===== config.mk =====
export PLATFORM = sky130hd
export DESIGN_NAME = ssr_top
export DESIGN_NICKNAME = d
export VERILOG_FILES = /design/src/verilog/ssr_pkg.sv /design/src/verilog/ssr_ptr_if.sv /design/src/verilog/ssr_agen.sv /design/src/verilog/ssr_top.sv
export SDC_FILE = /design/constraint.sdc
export NUM_CORES = 1
export LEC_CHECK = 0
export BUFFER_PORTS_ARGS = -buffer_cell sky130_fd_sc_hd__buf_2
export CAP_MARGIN = 20
export CORE_MARGIN = 2
export CORE_UTILIZATION = 38
export CTS_BUF_LIST = sky130_fd_sc_hd__clkbuf_8 sky130_fd_sc_hd__clkbuf_16
export CTS_CLUSTER_DIAMETER = 40
export DETAILED_ROUTE_END_ITERATION = 12
export PLACE_DENSITY = 0.56
export SLEW_MARGIN = 5
export SYNTH_ARGS = -nofsm -noshare
export SYNTH_HDL_FRONTEND = slang
export SYNTH_HIERARCHICAL = 1
export SYNTH_SLANG_ARGS = --single-unit

===== constraint.sdc =====
create_clock -name sys_clk -period 9.44 [get_ports sys_clk]
set_clock_uncertainty 0.15 [all_clocks]
set_input_delay 0.944 -clock sys_clk [delete_from_list [all_inputs] [get_ports sys_clk]]
set_output_delay 0.944 -clock sys_clk [all_outputs]
set_load 0.01 [all_outputs]

===== src/verilog/ssr_pkg.sv =====
package ssr_pkg;
  // ****************************************
  // Widths and reset values
  // ****************************************
  localparam int unsigned       SSR_W          = 16;
  localparam logic [15:0]       SSR_RST_WORD   = 16'h0000;
  localparam logic [2:0]        SSR_RST_CNT    = 3'h0;
  localparam logic [2:0]        SSR_CNT_MAX    = 3'h4;
  localparam logic [15:0]       SSR_RST_STATUS = 16'h0001;
  localparam int unsigned       SSR_MODE_BIT   = 0;
  localparam logic [15:0]       SSR_OVERRUN    = 16'h000d;

  // ****************************************
  // Register select codes
  // ****************************************
  localparam logic [3:0] SSR_R_DL   = 4'h0;
  localparam logic [3:0] SSR_R_DB   = 4'h1;
  localparam logic [3:0] SSR_R_FMP  = 4'h2;
  localparam logic [3:0] SSR_R_SMT  = 4'h3;
  localparam logic [3:0] SSR_R_CNT  = 4'h4;
  localparam logic [3:0] SSR_R_LIM  = 4'h5;
  localparam logic [3:0] SSR_R_IDX  = 4'h6;
  localparam logic [3:0] SSR_R_STAT = 4'h7;
  localparam logic [3:0] SSR_R_MASK = 4'h8;
  localparam logic [3:0] SSR_R_STOP = 4'h9;

  // ****************************************
  // Instruction field positions
  // ****************************************
  localparam int unsigned SSR_MODE_HI = 9;
  localparam int unsigned SSR_MODE_LO = 6;

  // Addressing modes in bits 6..9 (project encoding)
  typedef enum logic [5:0]
  {
    SSR_AM_PCF = 6'b000001,
    SSR_AM_PCB = 6'b000010,
    SSR_AM_DBF = 6'b000100,
    SSR_AM_FMF = 6'b001000,
    SSR_AM_FMB = 6'b010000,
    SSR_AM_STB = 6'b100000
  } ssr_am_t;

  // Operations from the decoder
  typedef enum logic [3:0]
  {
    SSR_OP_NONE  = 4'h0,
    SSR_OP_WRITE = 4'h1,
    SSR_OP_SET_REGISTERS_OP  = 4'h2,
    SSR_OP_LMSK  = 4'h3,
    SSR_OP_READ_INTERRUPT_MASK_OP  = 4'h4,
    SSR_OP_EXIT  = 4'h5,
    SSR_OP_LRA   = 4'h6,
    SSR_OP_ABS   = 4'h7,
    SSR_OP_PRIV  = 4'h8,
    SSR_OP_UCALL = 4'h9,
    SSR_OP_PCSET = 4'ha
  } ssr_op_t;

  // Decode the mode field of an instruction word
  function automatic ssr_am_t ssr_mode(input logic [15:0] ins);
    logic [3:0] m;
    m = ins[SSR_MODE_HI:SSR_MODE_LO];
    // Two-bit code in ins[9:8] keeps ins[7:0] free for the displacement in three modes; code 11 also decodes ins[7:6]
    if (m[3:2] == 2'b00)
      ssr_mode = SSR_AM_PCF;
    else if (m[3:2] == 2'b01)
      ssr_mode = SSR_AM_PCB;
    else if (m[3:2] == 2'b10)
      ssr_mode = SSR_AM_DBF;
    else if (m[1] == 1'b0)
      ssr_mode = SSR_AM_FMF;
    else if (m[0] == 1'b0)
      ssr_mode = SSR_AM_FMB;
    else
      ssr_mode = SSR_AM_STB;
  endfunction
endpackage


===== src/verilog/ssr_ptr_if.sv =====
interface ssr_ptr_if;
  import ssr_pkg::*;
  logic [15:0] data_base;
  logic [15:0] frame_ptr;
  logic [15:0] stack_mem_top;
  logic [2:0]  stack_reg_count;
  logic [15:0] stack_limit;
  logic [15:0] program_base;
  logic [15:0] program_counter;
  logic [15:0] index_val;
  logic [15:0] ins;
  logic        use_index;
  logic [15:0] eff_addr;
  logic [15:0] rel_addr;
  logic [15:0] logical_top;
  logic [2:0]  tos_slot;
  logic        in_tos;
  modport regs (output data_base, frame_ptr, stack_mem_top, stack_reg_count, stack_limit,
                output program_base, program_counter, index_val, ins, use_index,
                input eff_addr, rel_addr, logical_top, tos_slot, in_tos);
  modport agen (input data_base, frame_ptr, stack_mem_top, stack_reg_count, stack_limit,
                input program_base, program_counter, index_val, ins, use_index,
                output eff_addr, rel_addr, logical_top, tos_slot, in_tos);
endinterface


===== src/verilog/ssr_agen.sv =====
module ssr_agen
  import ssr_pkg::*;
(
  ssr_ptr_if.agen p
);
  import ssr_pkg::*;

  // ****************************************
  // Mode and displacement
  // ****************************************
  ssr_am_t     am;
  logic [15:0] disp;
  logic [15:0] base_addr;
  logic [15:0] dir_addr;
  logic [15:0] top;
  logic [15:0] tos_dist;
  logic        tos_mode;

  assign am   = ssr_mode(p.ins);
  // Field width follows the mode
  assign disp = (am == SSR_AM_FMF) ? {9'h000, p.ins[6:0]} :
                (am == SSR_AM_FMB || am == SSR_AM_STB) ? {10'h000, p.ins[5:0]} :
                {8'h00, p.ins[7:0]};

  // Logical top formed, not stored
  assign top = 16'(p.stack_mem_top + {13'h0000, p.stack_reg_count});

  // Direction per base: forward adds, backward subtracts, wrapping
  always_comb
  begin
    case (am)
      SSR_AM_PCF: dir_addr = 16'(p.program_counter + disp);
      SSR_AM_PCB: dir_addr = 16'(p.program_counter - disp);
      SSR_AM_DBF: dir_addr = 16'(p.data_base + disp);
      SSR_AM_FMF: dir_addr = 16'(p.frame_ptr + disp);
      SSR_AM_FMB: dir_addr = 16'(p.frame_ptr - disp);
      SSR_AM_STB: dir_addr = 16'(top - disp);
      default:    dir_addr = p.program_counter;
    endcase
  end

  // Displacement then indexing, modulo 65536
  assign p.eff_addr    = p.use_index ? 16'(dir_addr + p.index_val) : dir_addr;
  assign base_addr     = (am == SSR_AM_PCF || am == SSR_AM_PCB) ? p.program_base : p.data_base;
  assign p.rel_addr    = 16'(p.eff_addr - base_addr);
  assign p.logical_top = top;

  // Words above stack_mem_top live in registers
  assign tos_mode   = (am == SSR_AM_DBF || am == SSR_AM_FMF || am == SSR_AM_STB);
  assign tos_dist   = 16'(top - p.eff_addr);
  assign p.in_tos   = tos_mode && (tos_dist < {13'h0000, p.stack_reg_count});
  assign p.tos_slot = tos_dist[2:0];
endmodule


===== src/verilog/ssr_top.sv =====
// What this block does
// - Data limit holds 16-bit user space start
// - Data base holds 16-bit global area start
// - Frame pointer holds fourth marker word address
// - Set-registers writes frame pointer; exit checks bounds
// - Stack memory top bounded by limit, and by base in user mode only
// - Stack register count three bits, zero to four
// - Logical top is memory top plus count
// - Stack limit 16-bit; thirteen overrun words follow
// - Index register readable, writable, supplies index
// - Mask bit one enables its interrupt group
// - Mask load privileged; mask read always allowed
// - Privileged ops and uncallable calls need privilege
// - Status bit zero shows mode; privileged change
// - Absolute addressing only for privileged operations
// - Program, frame both ways; base forward; top backward
// - Two-bit mode, 8-bit displacement for three modes
// - Frame forward displacement bits 9-15, 0-127
// - Frame, top backward displacement bits 10-15, 0-63
// - Base, frame forward, top backward references into top registers use register copy
// - Effective address: displacement then indexing
// - Relative address is effective minus base
// - Address arithmetic wraps modulo 65536
// - Program counter outside code bounds raises violation
module ssr_top
  import ssr_pkg::*;
(
  input  wire logic           sys_clk,
  input  wire logic           rst_n,
  input  wire logic           clk_en,
  input  wire ssr_pkg::ssr_op_t op,
  input  wire logic [3:0]     reg_sel,
  input  wire logic [15:0]    wr_data,
  input  wire logic [15:0]    ins,
  input  wire logic           use_index,
  input  wire logic [15:0]    program_base,
  input  wire logic [15:0]    program_limit,
  input  wire logic [15:0]    pc_target,
  input  wire logic [15:0]    ext_irq,
  output logic [15:0]         rd_data,
  output logic [15:0]         eff_addr,
  output logic [15:0]         rel_addr,
  output logic [15:0]         logical_top,
  output logic                in_tos,
  output logic [2:0]          tos_slot,
  output logic                priv_mode,
  output logic                priv_fault,
  output logic                bounds_fault,
  output logic                pc_violation,
  output logic [15:0]         program_counter,
  output logic [15:0]         irq_enabled
);
  import ssr_pkg::*;

  // ****************************************
  // Register state
  // ****************************************
  logic [15:0] data_limit_q,      data_limit_d;
  logic [15:0] data_base_q,       data_base_d;
  logic [15:0] frame_marker_q,    frame_marker_d;
  logic [15:0] stack_mem_top_q,   stack_mem_top_d;
  logic [2:0]  stack_reg_count_q, stack_reg_count_d;
  logic [15:0] stack_limit_q,     stack_limit_d;
  logic [15:0] index_q,           index_d;
  logic [15:0] status_q,          status_d;
  logic [15:0] mask_q,            mask_d;
  logic [15:0] pc_q,              pc_d;
  logic [15:0] rd_q,              rd_d;
  logic [15:0] irq_sync1_q,       irq_sync2_q;
  logic        priv_fault_q,      priv_fault_d;
  logic        bounds_fault_q,    bounds_fault_d;
  logic        pc_viol_q,         pc_viol_d;

  ssr_ptr_if   pif ();

  // ****************************************
  // Address generator
  // ****************************************
  assign pif.data_base       = data_base_q;
  assign pif.frame_ptr       = frame_marker_q;
  assign pif.stack_mem_top   = stack_mem_top_q;
  assign pif.stack_reg_count = stack_reg_count_q;
  assign pif.stack_limit     = stack_limit_q;
  assign pif.program_base    = program_base;
  assign pif.program_counter = pc_q;
  assign pif.index_val       = index_q;
  assign pif.ins             = ins;
  assign pif.use_index       = use_index;

  ssr_agen u_agen
  (
    .p (pif.agen)
  );

  // ****************************************
  // Decode
  // ****************************************
  logic        is_priv;
  logic        wr_op;
  logic        set_registers_op_op;
  logic        set_registers_op;
  logic        load_interrupt_mask_op;
  logic        read_interrupt_mask_op;
  logic        load_relative_address_op;
  logic        exit_op;
  logic        abs_op;
  logic        priv_only_op;
  logic        pc_set_op;
  logic        cnt_ok;
  logic        fm_ok;
  logic        smt_ok;
  logic        pc_ok;
  logic        sel_is_priv;
  logic        wr_allowed;
  logic [15:0] new_status;

  assign is_priv                  = status_q[SSR_MODE_BIT];
  assign wr_op                    = (op == SSR_OP_WRITE);
  assign set_registers_op         = (op == SSR_OP_SET_REGISTERS_OP);
  assign set_registers_op_op                  = wr_op | set_registers_op;
  assign load_interrupt_mask_op   = (op == SSR_OP_LMSK);
  assign read_interrupt_mask_op   = (op == SSR_OP_READ_INTERRUPT_MASK_OP);
  assign load_relative_address_op = (op == SSR_OP_LRA);
  assign exit_op                  = (op == SSR_OP_EXIT);
  assign abs_op                   = (op == SSR_OP_ABS);
  assign priv_only_op             = (op == SSR_OP_PRIV) | (op == SSR_OP_UCALL) | abs_op;
  assign pc_set_op                = (op == SSR_OP_PCSET);

  // Count limited to 0..4
  assign cnt_ok = (wr_data[2:0] <= SSR_CNT_MAX);

  // Bounds: at or below limit, at or above base unless privileged
  assign fm_ok  = (frame_marker_q <= stack_limit_q) &&
                  (is_priv || frame_marker_q >= data_base_q);
  assign smt_ok = (wr_data <= stack_limit_q) &&
                  (is_priv || wr_data >= data_base_q);
  assign pc_ok  = (pc_target >= program_base) && (pc_target <= program_limit);

  // Base, limit, mode, mask writes are supervisor only
  assign sel_is_priv = (reg_sel == SSR_R_DL) || (reg_sel == SSR_R_DB) ||
                       (reg_sel == SSR_R_LIM) || (reg_sel == SSR_R_STAT) ||
                       (reg_sel == SSR_R_MASK);
  assign wr_allowed  = set_registers_op_op && (is_priv || !sel_is_priv);

  // A user write keeps the mode bit, but user status writes are refused as supervisor only
  assign new_status = is_priv ? wr_data : {wr_data[15:1], status_q[SSR_MODE_BIT]};

  // ****************************************
  // Next-state logic
  // ****************************************
  always_comb
  begin
    data_limit_d      = data_limit_q;
    data_base_d       = data_base_q;
    frame_marker_d    = frame_marker_q;
    stack_mem_top_d   = stack_mem_top_q;
    stack_reg_count_d = stack_reg_count_q;
    stack_limit_d     = stack_limit_q;
    index_d           = index_q;
    status_d          = status_q;
    mask_d            = mask_q;
    pc_d              = pc_q;
    rd_d              = rd_q;
    priv_fault_d      = 1'b0;
    bounds_fault_d    = 1'b0;
    pc_viol_d         = 1'b0;
    if (set_registers_op_op && !wr_allowed)
      priv_fault_d = 1'b1;
    if (priv_only_op && !is_priv)
      priv_fault_d = 1'b1;
    if (wr_allowed)
    begin
      case (reg_sel)
        SSR_R_DL:   data_limit_d  = wr_data;
        SSR_R_DB:   data_base_d   = wr_data;
        SSR_R_FMP:  frame_marker_d = wr_data;
        SSR_R_SMT:
        begin
          if (smt_ok)
            stack_mem_top_d = wr_data;
          else
            bounds_fault_d = 1'b1;
        end
        SSR_R_CNT:
        begin
          if (cnt_ok)
            stack_reg_count_d = wr_data[2:0];
          else
            bounds_fault_d = 1'b1;
        end
        SSR_R_LIM:  stack_limit_d = wr_data;
        SSR_R_IDX:  index_d       = wr_data;
        SSR_R_STAT: status_d      = new_status;
        SSR_R_MASK: mask_d        = wr_data;
        default:    priv_fault_d  = priv_fault_d;
      endcase
    end
    if (load_interrupt_mask_op)
    begin
      if (is_priv)
        mask_d = wr_data;
      else
        priv_fault_d = 1'b1;
    end
    if (exit_op && !fm_ok)
      bounds_fault_d = 1'b1;
    if (pc_set_op)
    begin
      if (pc_ok)
        pc_d = pc_target;
      else
        pc_viol_d = 1'b1;
    end
    // Register reads
    if (read_interrupt_mask_op)
      rd_d = mask_q;
    else if (load_relative_address_op)
      rd_d = pif.rel_addr;
    else if (op == SSR_OP_NONE)
    begin
      case (reg_sel)
        SSR_R_DL:   rd_d = data_limit_q;
        SSR_R_DB:   rd_d = data_base_q;
        SSR_R_FMP:  rd_d = frame_marker_q;
        SSR_R_SMT:  rd_d = stack_mem_top_q;
        SSR_R_CNT:  rd_d = {13'h0000, stack_reg_count_q};
        SSR_R_LIM:  rd_d = stack_limit_q;
        SSR_R_IDX:  rd_d = index_q;
        SSR_R_STAT: rd_d = status_q;
        SSR_R_MASK: rd_d = mask_q;
        SSR_R_STOP: rd_d = pif.logical_top;
        default:    rd_d = SSR_RST_WORD;
      endcase
    end
  end

  // ****************************************
  // Registers
  // ****************************************
  always_ff @(posedge sys_clk or negedge rst_n)
  begin
    if (!rst_n)
    begin
      data_limit_q      <= SSR_RST_WORD;
      data_base_q       <= SSR_RST_WORD;
      frame_marker_q    <= SSR_RST_WORD;
      stack_mem_top_q   <= SSR_RST_WORD;
      stack_reg_count_q <= SSR_RST_CNT;
      stack_limit_q     <= SSR_RST_WORD;
      index_q           <= SSR_RST_WORD;
      status_q          <= SSR_RST_STATUS;
      mask_q            <= SSR_RST_WORD;
      pc_q              <= SSR_RST_WORD;
      rd_q              <= SSR_RST_WORD;
      priv_fault_q      <= 1'b0;
      bounds_fault_q    <= 1'b0;
      pc_viol_q         <= 1'b0;
    end
    else if (clk_en)
    begin
      data_limit_q      <= data_limit_d;
      data_base_q       <= data_base_d;
      frame_marker_q    <= frame_marker_d;
      stack_mem_top_q   <= stack_mem_top_d;
      stack_reg_count_q <= stack_reg_count_d;
      stack_limit_q     <= stack_limit_d;
      index_q           <= index_d;
      status_q          <= status_d;
      mask_q            <= mask_d;
      pc_q              <= pc_d;
      rd_q              <= rd_d;
      priv_fault_q      <= priv_fault_d;
      bounds_fault_q    <= bounds_fault_d;
      pc_viol_q         <= pc_viol_d;
    end
  end

  // External interrupt lines pass two flops
  always_ff @(posedge sys_clk or negedge rst_n)
  begin
    if (!rst_n)
    begin
      irq_sync1_q <= SSR_RST_WORD;
      irq_sync2_q <= SSR_RST_WORD;
    end
    else if (clk_en)
    begin
      irq_sync1_q <= ext_irq;
      irq_sync2_q <= irq_sync1_q;
    end
  end

  // ****************************************
  // Outputs
  // ****************************************
  assign rd_data         = rd_q;
  assign eff_addr        = pif.eff_addr;
  assign rel_addr        = pif.rel_addr;
  assign logical_top     = pif.logical_top;
  assign in_tos          = pif.in_tos;
  assign tos_slot        = pif.tos_slot;
  assign priv_mode       = is_priv;
  assign priv_fault      = priv_fault_q;
  assign bounds_fault    = bounds_fault_q;
  assign pc_violation    = pc_viol_q;
  assign program_counter = pc_q;
  assign irq_enabled     = irq_sync2_q & mask_q;
endmodule


==> impl_metrics.tcl, run 1 <==
set metrics [dict create \
    run_status "complete, no violations" \
    wire_length_of_the_first_global_routing_pass_mm 90.11 \
    hp_class "input pin to async pin" \
    drt_drc_violations_left 0 \
    drt_wl_total_mm 61.51 \
    grt_start_max_net_pins 69 \
    drive_above_1_share_pct 26.92 \
    fmaxAchievable_mhz 109.3 \
    timing.final.setup_violations 0 \
    slew-limit-headroom_pct 19.68 \
    synthDominantCellAreaShare_pct 30.02 \
    synthDominantAreaCellType "sky130_fd_sc_hd__dfrtp_1" \
    groute.usage.overall_pct 27.36 \
    worst-path-max-fanout 8 \
    post-route-worst-setup-slack_ns 0.2940 \
    initial_antenna_violation_count 2 \
    most-common-layout-cells "205 x sky130_fd_sc_hd__buf_2, 197 x sky130_fd_sc_hd__dfrtp_1, 183 x sky130_fd_sc_hd__mux2_2, 157 x sky130_fd_sc_hd__ha_1, 131 x sky130_fd_sc_hd__inv_1" \
    path_class "flop to output pin" \
    grt_remaining_overflow 0 \
    utilization_pct 43.68 \
    ys.warnings.count 6 \
    synth_nets 2003 \
    floorplan.die.height_um 211.9 \
    ys_ff_latch 198 \
    boundaryPins 212 \
    synth_top_flop_cell "sky130_fd_sc_hd__dfrtp_1" \
    area_contributors_post_synth "sky130_fd_sc_hd__dfrtp_1 30%, sky130_fd_sc_hd__mux2_2 13%, sky130_fd_sc_hd__ha_1 12%, sky130_fd_sc_hd__a21oi_1 3.1%, sky130_fd_sc_hd__inv_1 3.0%" \
    ctsHoldBuffers 0 \
    clock_tree.root_cell "sky130_fd_sc_hd__clkbuf_16" \
    die_area_um2 44900 \
    dpl_worst_slack_ns 0.7895 \
    route.vias.total 14650 \
    rows 76 \
    final_max_slew_viol_count 0 \
    startpoint_type_of_the_worst_setup_path "flop" \
    post-dp-hpwl_mm 47.98 \
    clock_sink_count 198 \
    worstPathRequired_ns 8.35 \
    rr_endpoint "rd_data[14]" \
    worst-r2r-cell-count 33 \
    core_um2 42890 \
    tritoncts "done" \
    count_of_nets_left_with_antenna_violations_after_detail_routing 0 \
    final_period_minus_worst_setup_slack_ns 9.146 \
    synth.avg_cell_area_um2 9.482 \
    critical_path_arrival_ns 8.05 \
    sequential_to_total_area_share_from_yosys_stat_pct 30.18 \
    reg2reg_from "pif.stack_reg_count[0]" \
    clockBufferDepth 2 \
    max_slew.worst_pin.slew_ns 1.198 \
    maxCapViolations 0 \
    htreeDepth 4 \
    cts_made_buffers 17 \
    syn-cell-area_um2 16420 \
    drt-pass1-iter-count 6 \
    portBuffers 205 \
    routed_via_density 5.837 \
    cts.reportedPaths.clkPinSlew_ns 0.08 \
    wl_cell_um 24.51 \
    initial_utilization_pct 38.29 \
    reg2reg_slack_ns 1.84 \
    net_count_final 2182 \
    worst_path_max_delay_cell "sky130_fd_sc_hd__or4_1" \
    cts_setup_buffers 0 \
    ir_worst_vdd_uv 143.4 \
    grt_pass1_vias 14510 \
    p_leak_nw 8.990 \
    yosys.cell_types.count 105 \
    finalWeightedCongestion 1.012 \
    timing.critical_path.slowest_cell_delay_ns 0.53 \
    finalCritPeriodShare_pct 96.89 \
    fillCellCount 4267 \
    die_width_um 211.9 \
    synth_cells 1732 \
    end_kind "output pin" \
    worstSkewPairLatency_ns 0.48 \
    detail_route.iter0.violations 1289 \
    power_density_nw_per_um2 154.4 \
    number_of_synthesized_flops_with_an_enable_pin 0 \
    flow.area_growth_from_synthesis_pct 14.08 \
    synth_async_reset_ratio_pct 100.0 \
    most_common_cell_after_layout_fill_and_taps_aside "sky130_fd_sc_hd__buf_2" \
    final_hold_viol_count 0 \
]
## per-stage QoR
| step | TNS, ns | std cells | hold slack [ns] | power [mW] | area [um2] |
|---|---|---|---|---|---|
| after floorplan | 0 | 1732 | 0.3207 | 1.675 | 16420 |
| after global placement | 0 | 2474 | 0.3119 | 2.070 | 18050 |
| after detailed placement | 0 | 2475 | 0.3161 | 2.093 | 18060 |
| after CTS | 0 | 2507 | 0.3163 | 2.894 | 18670 |
| after global routing | -0.009277 | 2510 | 0.3487 | 3.046 | 18730 |
| final | 0 | 2510 | 0.3185 | 2.893 | 18730 |
## how the worst max path moves through the flow
stage | from | to | slack, ns | cells after the start
6_report | pif.stack_reg_count[0] | in_tos | 0.29 | 32
5_1_grt | pif.stack_reg_count[2] | in_tos | -0.009 | 31
4_1_cts | pif.stack_reg_count[0] | in_tos | 0.28 | 34
3_5_place_dp | pif.stack_reg_count[0] | in_tos | 0.79 | 34
3_3_place_gp | pif.stack_reg_count[2] | in_tos | 0.93 | 31
2_1_floorplan | ins[7] | in_tos | 1.41 | 29
## kinds of logic after synthesis
kind of cell               after synthesis  synth area share (%)
buffers and inverters                  208                 5.120
muxes                                  237                 16.34
adders and majority gates              164                 12.75
DFF                                    198                 30.18
and+or+nand+nor                        413                 13.39
AOI/OAI and AO/OA                      445                 18.48
xor gates and xnor gates                67                 3.741
## where the power goes
group	internal [mW]	switching (mW)
Sequential	0.917	0.0839
Combinational	0.434	0.659
Clock	0.367	0.433
## registers in the layout (all words and copies together) (netlist names)
| register | cells |
|---|---|
| pif.stack_limit | 16 |
| pif.stack_mem_top | 16 |
| bounds_fault | 1 |
| irq_sync1_q | 16 |
| data_limit_q | 16 |
| index_q | 16 |
| irq_sync2_q | 16 |
| rd_data | 16 |
| pc_violation | 1 |
| pif.stack_reg_count | 3 |
| data_base_q | 16 |
| mask_q | 16 |
| program_counter | 16 |
| priv_fault | 1 |
| status_q | 16 |
| frame_marker_q | 16 |
## timing repair
item	in CTS	in global routing
gates resized for setup	0	7
hold endpoints to repair	0	0
setup endpoints to repair	0	1
## metal layers
metal | track usage (%) | wire (um) | vias up
met5 | 0 | 7 | -
met4 | 13.53 | 2994 | 2
met3 | 4.836 | 4029 | 125
met2 | 43.82 | 27980 | 582
met1 | 35.61 | 26500 | 7220
li1 | - | - | 6721
## layout make-up
class	count	area, um2	share of cell area, %
multi-input combinational	1326	10660	56.92
clock inverter	15	190.2	1.015
antenna	1	2.502	0.01336
timing repair buffer	234	1261	6.732
sequential	198	4956	26.45
clock buffer	17	425.4	2.271
inverter	134	504.2	2.692
tap	585	732.0	3.907
## synth_stat cells, types with 27 or more instances
cell type,number
sky130_fd_sc_hd__a21oi_1,103
sky130_fd_sc_hd__inv_1,131
sky130_fd_sc_hd__nor3_1,27
sky130_fd_sc_hd__nand2_1,101
sky130_fd_sc_hd__nor2_1,91
sky130_fd_sc_hd__xor2_1,29
sky130_fd_sc_hd__and2_1,28
sky130_fd_sc_hd__o21ai_0,93
sky130_fd_sc_hd__dfrtp_1,197
sky130_fd_sc_hd__xnor2_1,36
sky130_fd_sc_hd__mux2_2,183
sky130_fd_sc_hd__ha_1,157
sky130_fd_sc_hd__mux2i_1,40
sky130_fd_sc_hd__clkbuf_1,39
## worst max-delay path, delay by kind of cell (launching register included)
family                     cells  cell delay [ns]
AOI/OAI and AO/OA             17             3.68
adders and majority gates      5             1.42
and+or+nand+nor                4             0.93
xor gates and xnor gates       2             0.48
DFF                            1             0.47
buffers and inverters          3             0.46
muxes                          1             0.16
(Power assumes the default switching activity.)
==> run 2, diff against run 1 <==
Settings changed: CORE_ASPECT_RATIO from default to 0.5, SLEW_MARGIN 5 to 20.
==> run 2 against run 1 <==
Compared with the run above: sequential power barely moved; clock power rose by 0.8%; critical path depth shrank 1; die area rose by 0.22%; hold slack lost 0.030 ns; sequential share of layout area about the same; core utilization grew 0.58 points; count of clock-buffer cells in the layout increased by 1; highest routed layer unchanged.
==> impl_metrics.tcl, run 2 (synthesis results as in run 1) <==
set metrics [dict create \
    run_status "complete, no violations" \
    final_hold_viol_count 0 \
    initial_utilization_pct 38.82 \
    worst_hold_slack_ns 0.2889 \
    most-common-layout-cells "204 x sky130_fd_sc_hd__buf_2, 197 x sky130_fd_sc_hd__dfrtp_1, 183 x sky130_fd_sc_hd__mux2_2, 157 x sky130_fd_sc_hd__ha_1, 131 x sky130_fd_sc_hd__inv_1" \
    critical_path_arrival_ns 7.83 \
    detail_route.iter0.violations 1142 \
    grt_pass1_vias 13650 \
    clock_sink_count 198 \
    cts_made_buffers 17 \
    detailed_place.area_um2 18040 \
    final_max_slew_viol_count 0 \
    cts_setup_buffers 0 \
    reg2reg_from "pif.stack_reg_count[0]" \
    seq_area_um2 4956 \
    path_class "flop to output pin" \
    worst-path-max-fanout 6 \
    timing.critical_path.slowest_cell_delay_ns 0.51 \
    worstPathRequired_ns 8.35 \
    fmaxAchievable_mhz 112.1 \
    route.vias.total 14410 \
    drive_above_1_share_pct 26.85 \
    worst_path_max_delay_cell "sky130_fd_sc_hd__o41ai_1" \
    drt_wl_total_mm 58.67 \
    rows 53 \
    drt-pass1-iter-count 5 \
    net_count_final 2180 \
    boundaryPins 212 \
    fillCellCount 4236 \
    max_slew.worst_pin.slew_ns 1.161 \
    routed_via_density 5.762 \
    portBuffers 205 \
    p_leak_nw 8.997 \
    flow.area_growth_from_synthesis_pct 14.04 \
    grt_start_max_net_pins 74 \
    multiInputGateArea_um2 10690 \
    hp_class "input pin to async pin" \
    finalWeightedCongestion 0.9505 \
    initial_antenna_violation_count 1 \
    drt_drc_violations_left 0 \
    sum_neg_setup_slack_ns 0 \
    startpoint_type_of_the_worst_setup_path "flop" \
    wire_length_of_the_first_global_routing_pass_mm 86.59 \
    finalInstanceArea_um2 18730 \
    end_kind "output pin" \
    finalCritPeriodShare_pct 94.48 \
    setup.worst_path.start "pif.stack_reg_count[0]" \
    maxCapViolations 0 \
    floorplan.die.height_um 151.0 \
    core_um2 42310 \
    post-dp-hpwl_mm 45.61 \
    cts.reportedPaths.clkPinSlew_ns 0.09 \
    worst_path_most_repeated_cell "sky130_fd_sc_hd__ha_1" \
    clock_tree.root_cell "sky130_fd_sc_hd__clkbuf_16" \
    timing.final.setup_violations 0 \
    power_density_nw_per_um2 154.9 \
    htreeDepth 4 \
    wl_cell_um 23.46 \
    most_common_cell_after_layout_fill_and_taps_aside "sky130_fd_sc_hd__buf_2" \
    die_area_um2 45000 \
    final_period_minus_worst_setup_slack_ns 8.919 \
    ctsHoldBuffers 0 \
    grt_remaining_overflow 0 \
    ir_worst_vdd_uv 101.4 \
    cts-resized-gates 0 \
    worstSkewPairLatency_ns 0.47 \
    tritoncts "done" \
    clockBufferDepth 2 \
    count_of_nets_left_with_antenna_violations_after_detail_routing 0 \
    die_width_um 298.0 \
    groute.usage.overall_pct 25.98 \
    unrepaired_setup_endpoints_after_global_routing "false" \
    slew-limit-headroom_pct 22.59 \
]
run 2: cell types whose count changed in the layout (fill, tap and decap cells not counted), moves of 2 or more:
cell / change
sky130_fd_sc_hd__inv_6: +2
sky130_fd_sc_hd__inv_8: -2
sky130_fd_sc_hd__clkinvlp_4: -3
sky130_fd_sc_hd__inv_12: -3
sky130_fd_sc_hd__clkinv_4: +4
run 2: path summary, 6_finish.rpt:
| path | to | slack [ns] | depth (start not counted) |
|---|---|---|---|
| min in group sys_clk | rd_data[3] | 0.34 | 2 |
| worst max register to register | rd_data[14] | 1.91 | 32 |
| worst min register to register | rd_data[3] | 0.34 | 2 |
| worst min-delay path | mask_q[0] | 0.29 | 1 |
| max in group asynchronous | pif.stack_mem_top[12] | 7.48 | 2 |
| worst max-delay path | in_tos | 0.52 | 31 |
run 2: layer usage:
metal / GRT usage [%] / vias up / part of all wire (%)
met3: 5.752 / 74 / 7.6
met1: 37.39 / 7095 / 48
met4: 6.884 / 2 / 2.2
li1: - / 6724 / -
met5: 0 / - / 0.012
met2: 39.22 / 515 / 42
run 2: area by class of cell:
class                      count  area share [%]
clock buffer                  18           2.345
timing repair buffer         232           6.607
multi-input combinational   1326           57.05
clock inverter                14          0.9554
inverter                     134           2.692
tap                          577           3.855
antenna                        2         0.02672
sequential                   198           26.46
run 2: metrics by stage:
stage | std cells | setup WS, ns | util [%] | power (mW)
6_report | 2501 | 0.5209 | 44.27 | 2.900
5_1_grt | 2499 | 0.04311 | 44.25 | 3.066
4_1_cts | 2498 | 0.3133 | 44.11 | 2.898
3_5_place_dp | 2466 | 0.7588 | 42.65 | 2.087
3_3_place_gp | 2466 | 0.8430 | 42.65 | 2.073
2_1_floorplan | 1732 | 1.409 | - | 1.675
run 2: critical path: cells and delay by family, from the launching register on:
| kind | cells | cell delay [ns] |
|---|---|---|
| AO/OA/AOI/OAI | 13 | 3.34 |
| XOR/XNOR | 3 | 0.57 |
| adder cells (fa/ha/maj) | 5 | 1.68 |
| buffers and inverters | 5 | 0.62 |
| flip-flops | 1 | 0.46 |
| multiplexers | 1 | 0.21 |
| AND/OR/NAND/NOR | 4 | 0.46 |
run 2: where the power goes:
part	internal [mW]	switching, mW	total, mW
Sequential	0.917	0.0806	0.997
Combinational	0.438	0.661	1.10
Clock	0.390	0.414	0.805
Total	1.74	1.16	2.90
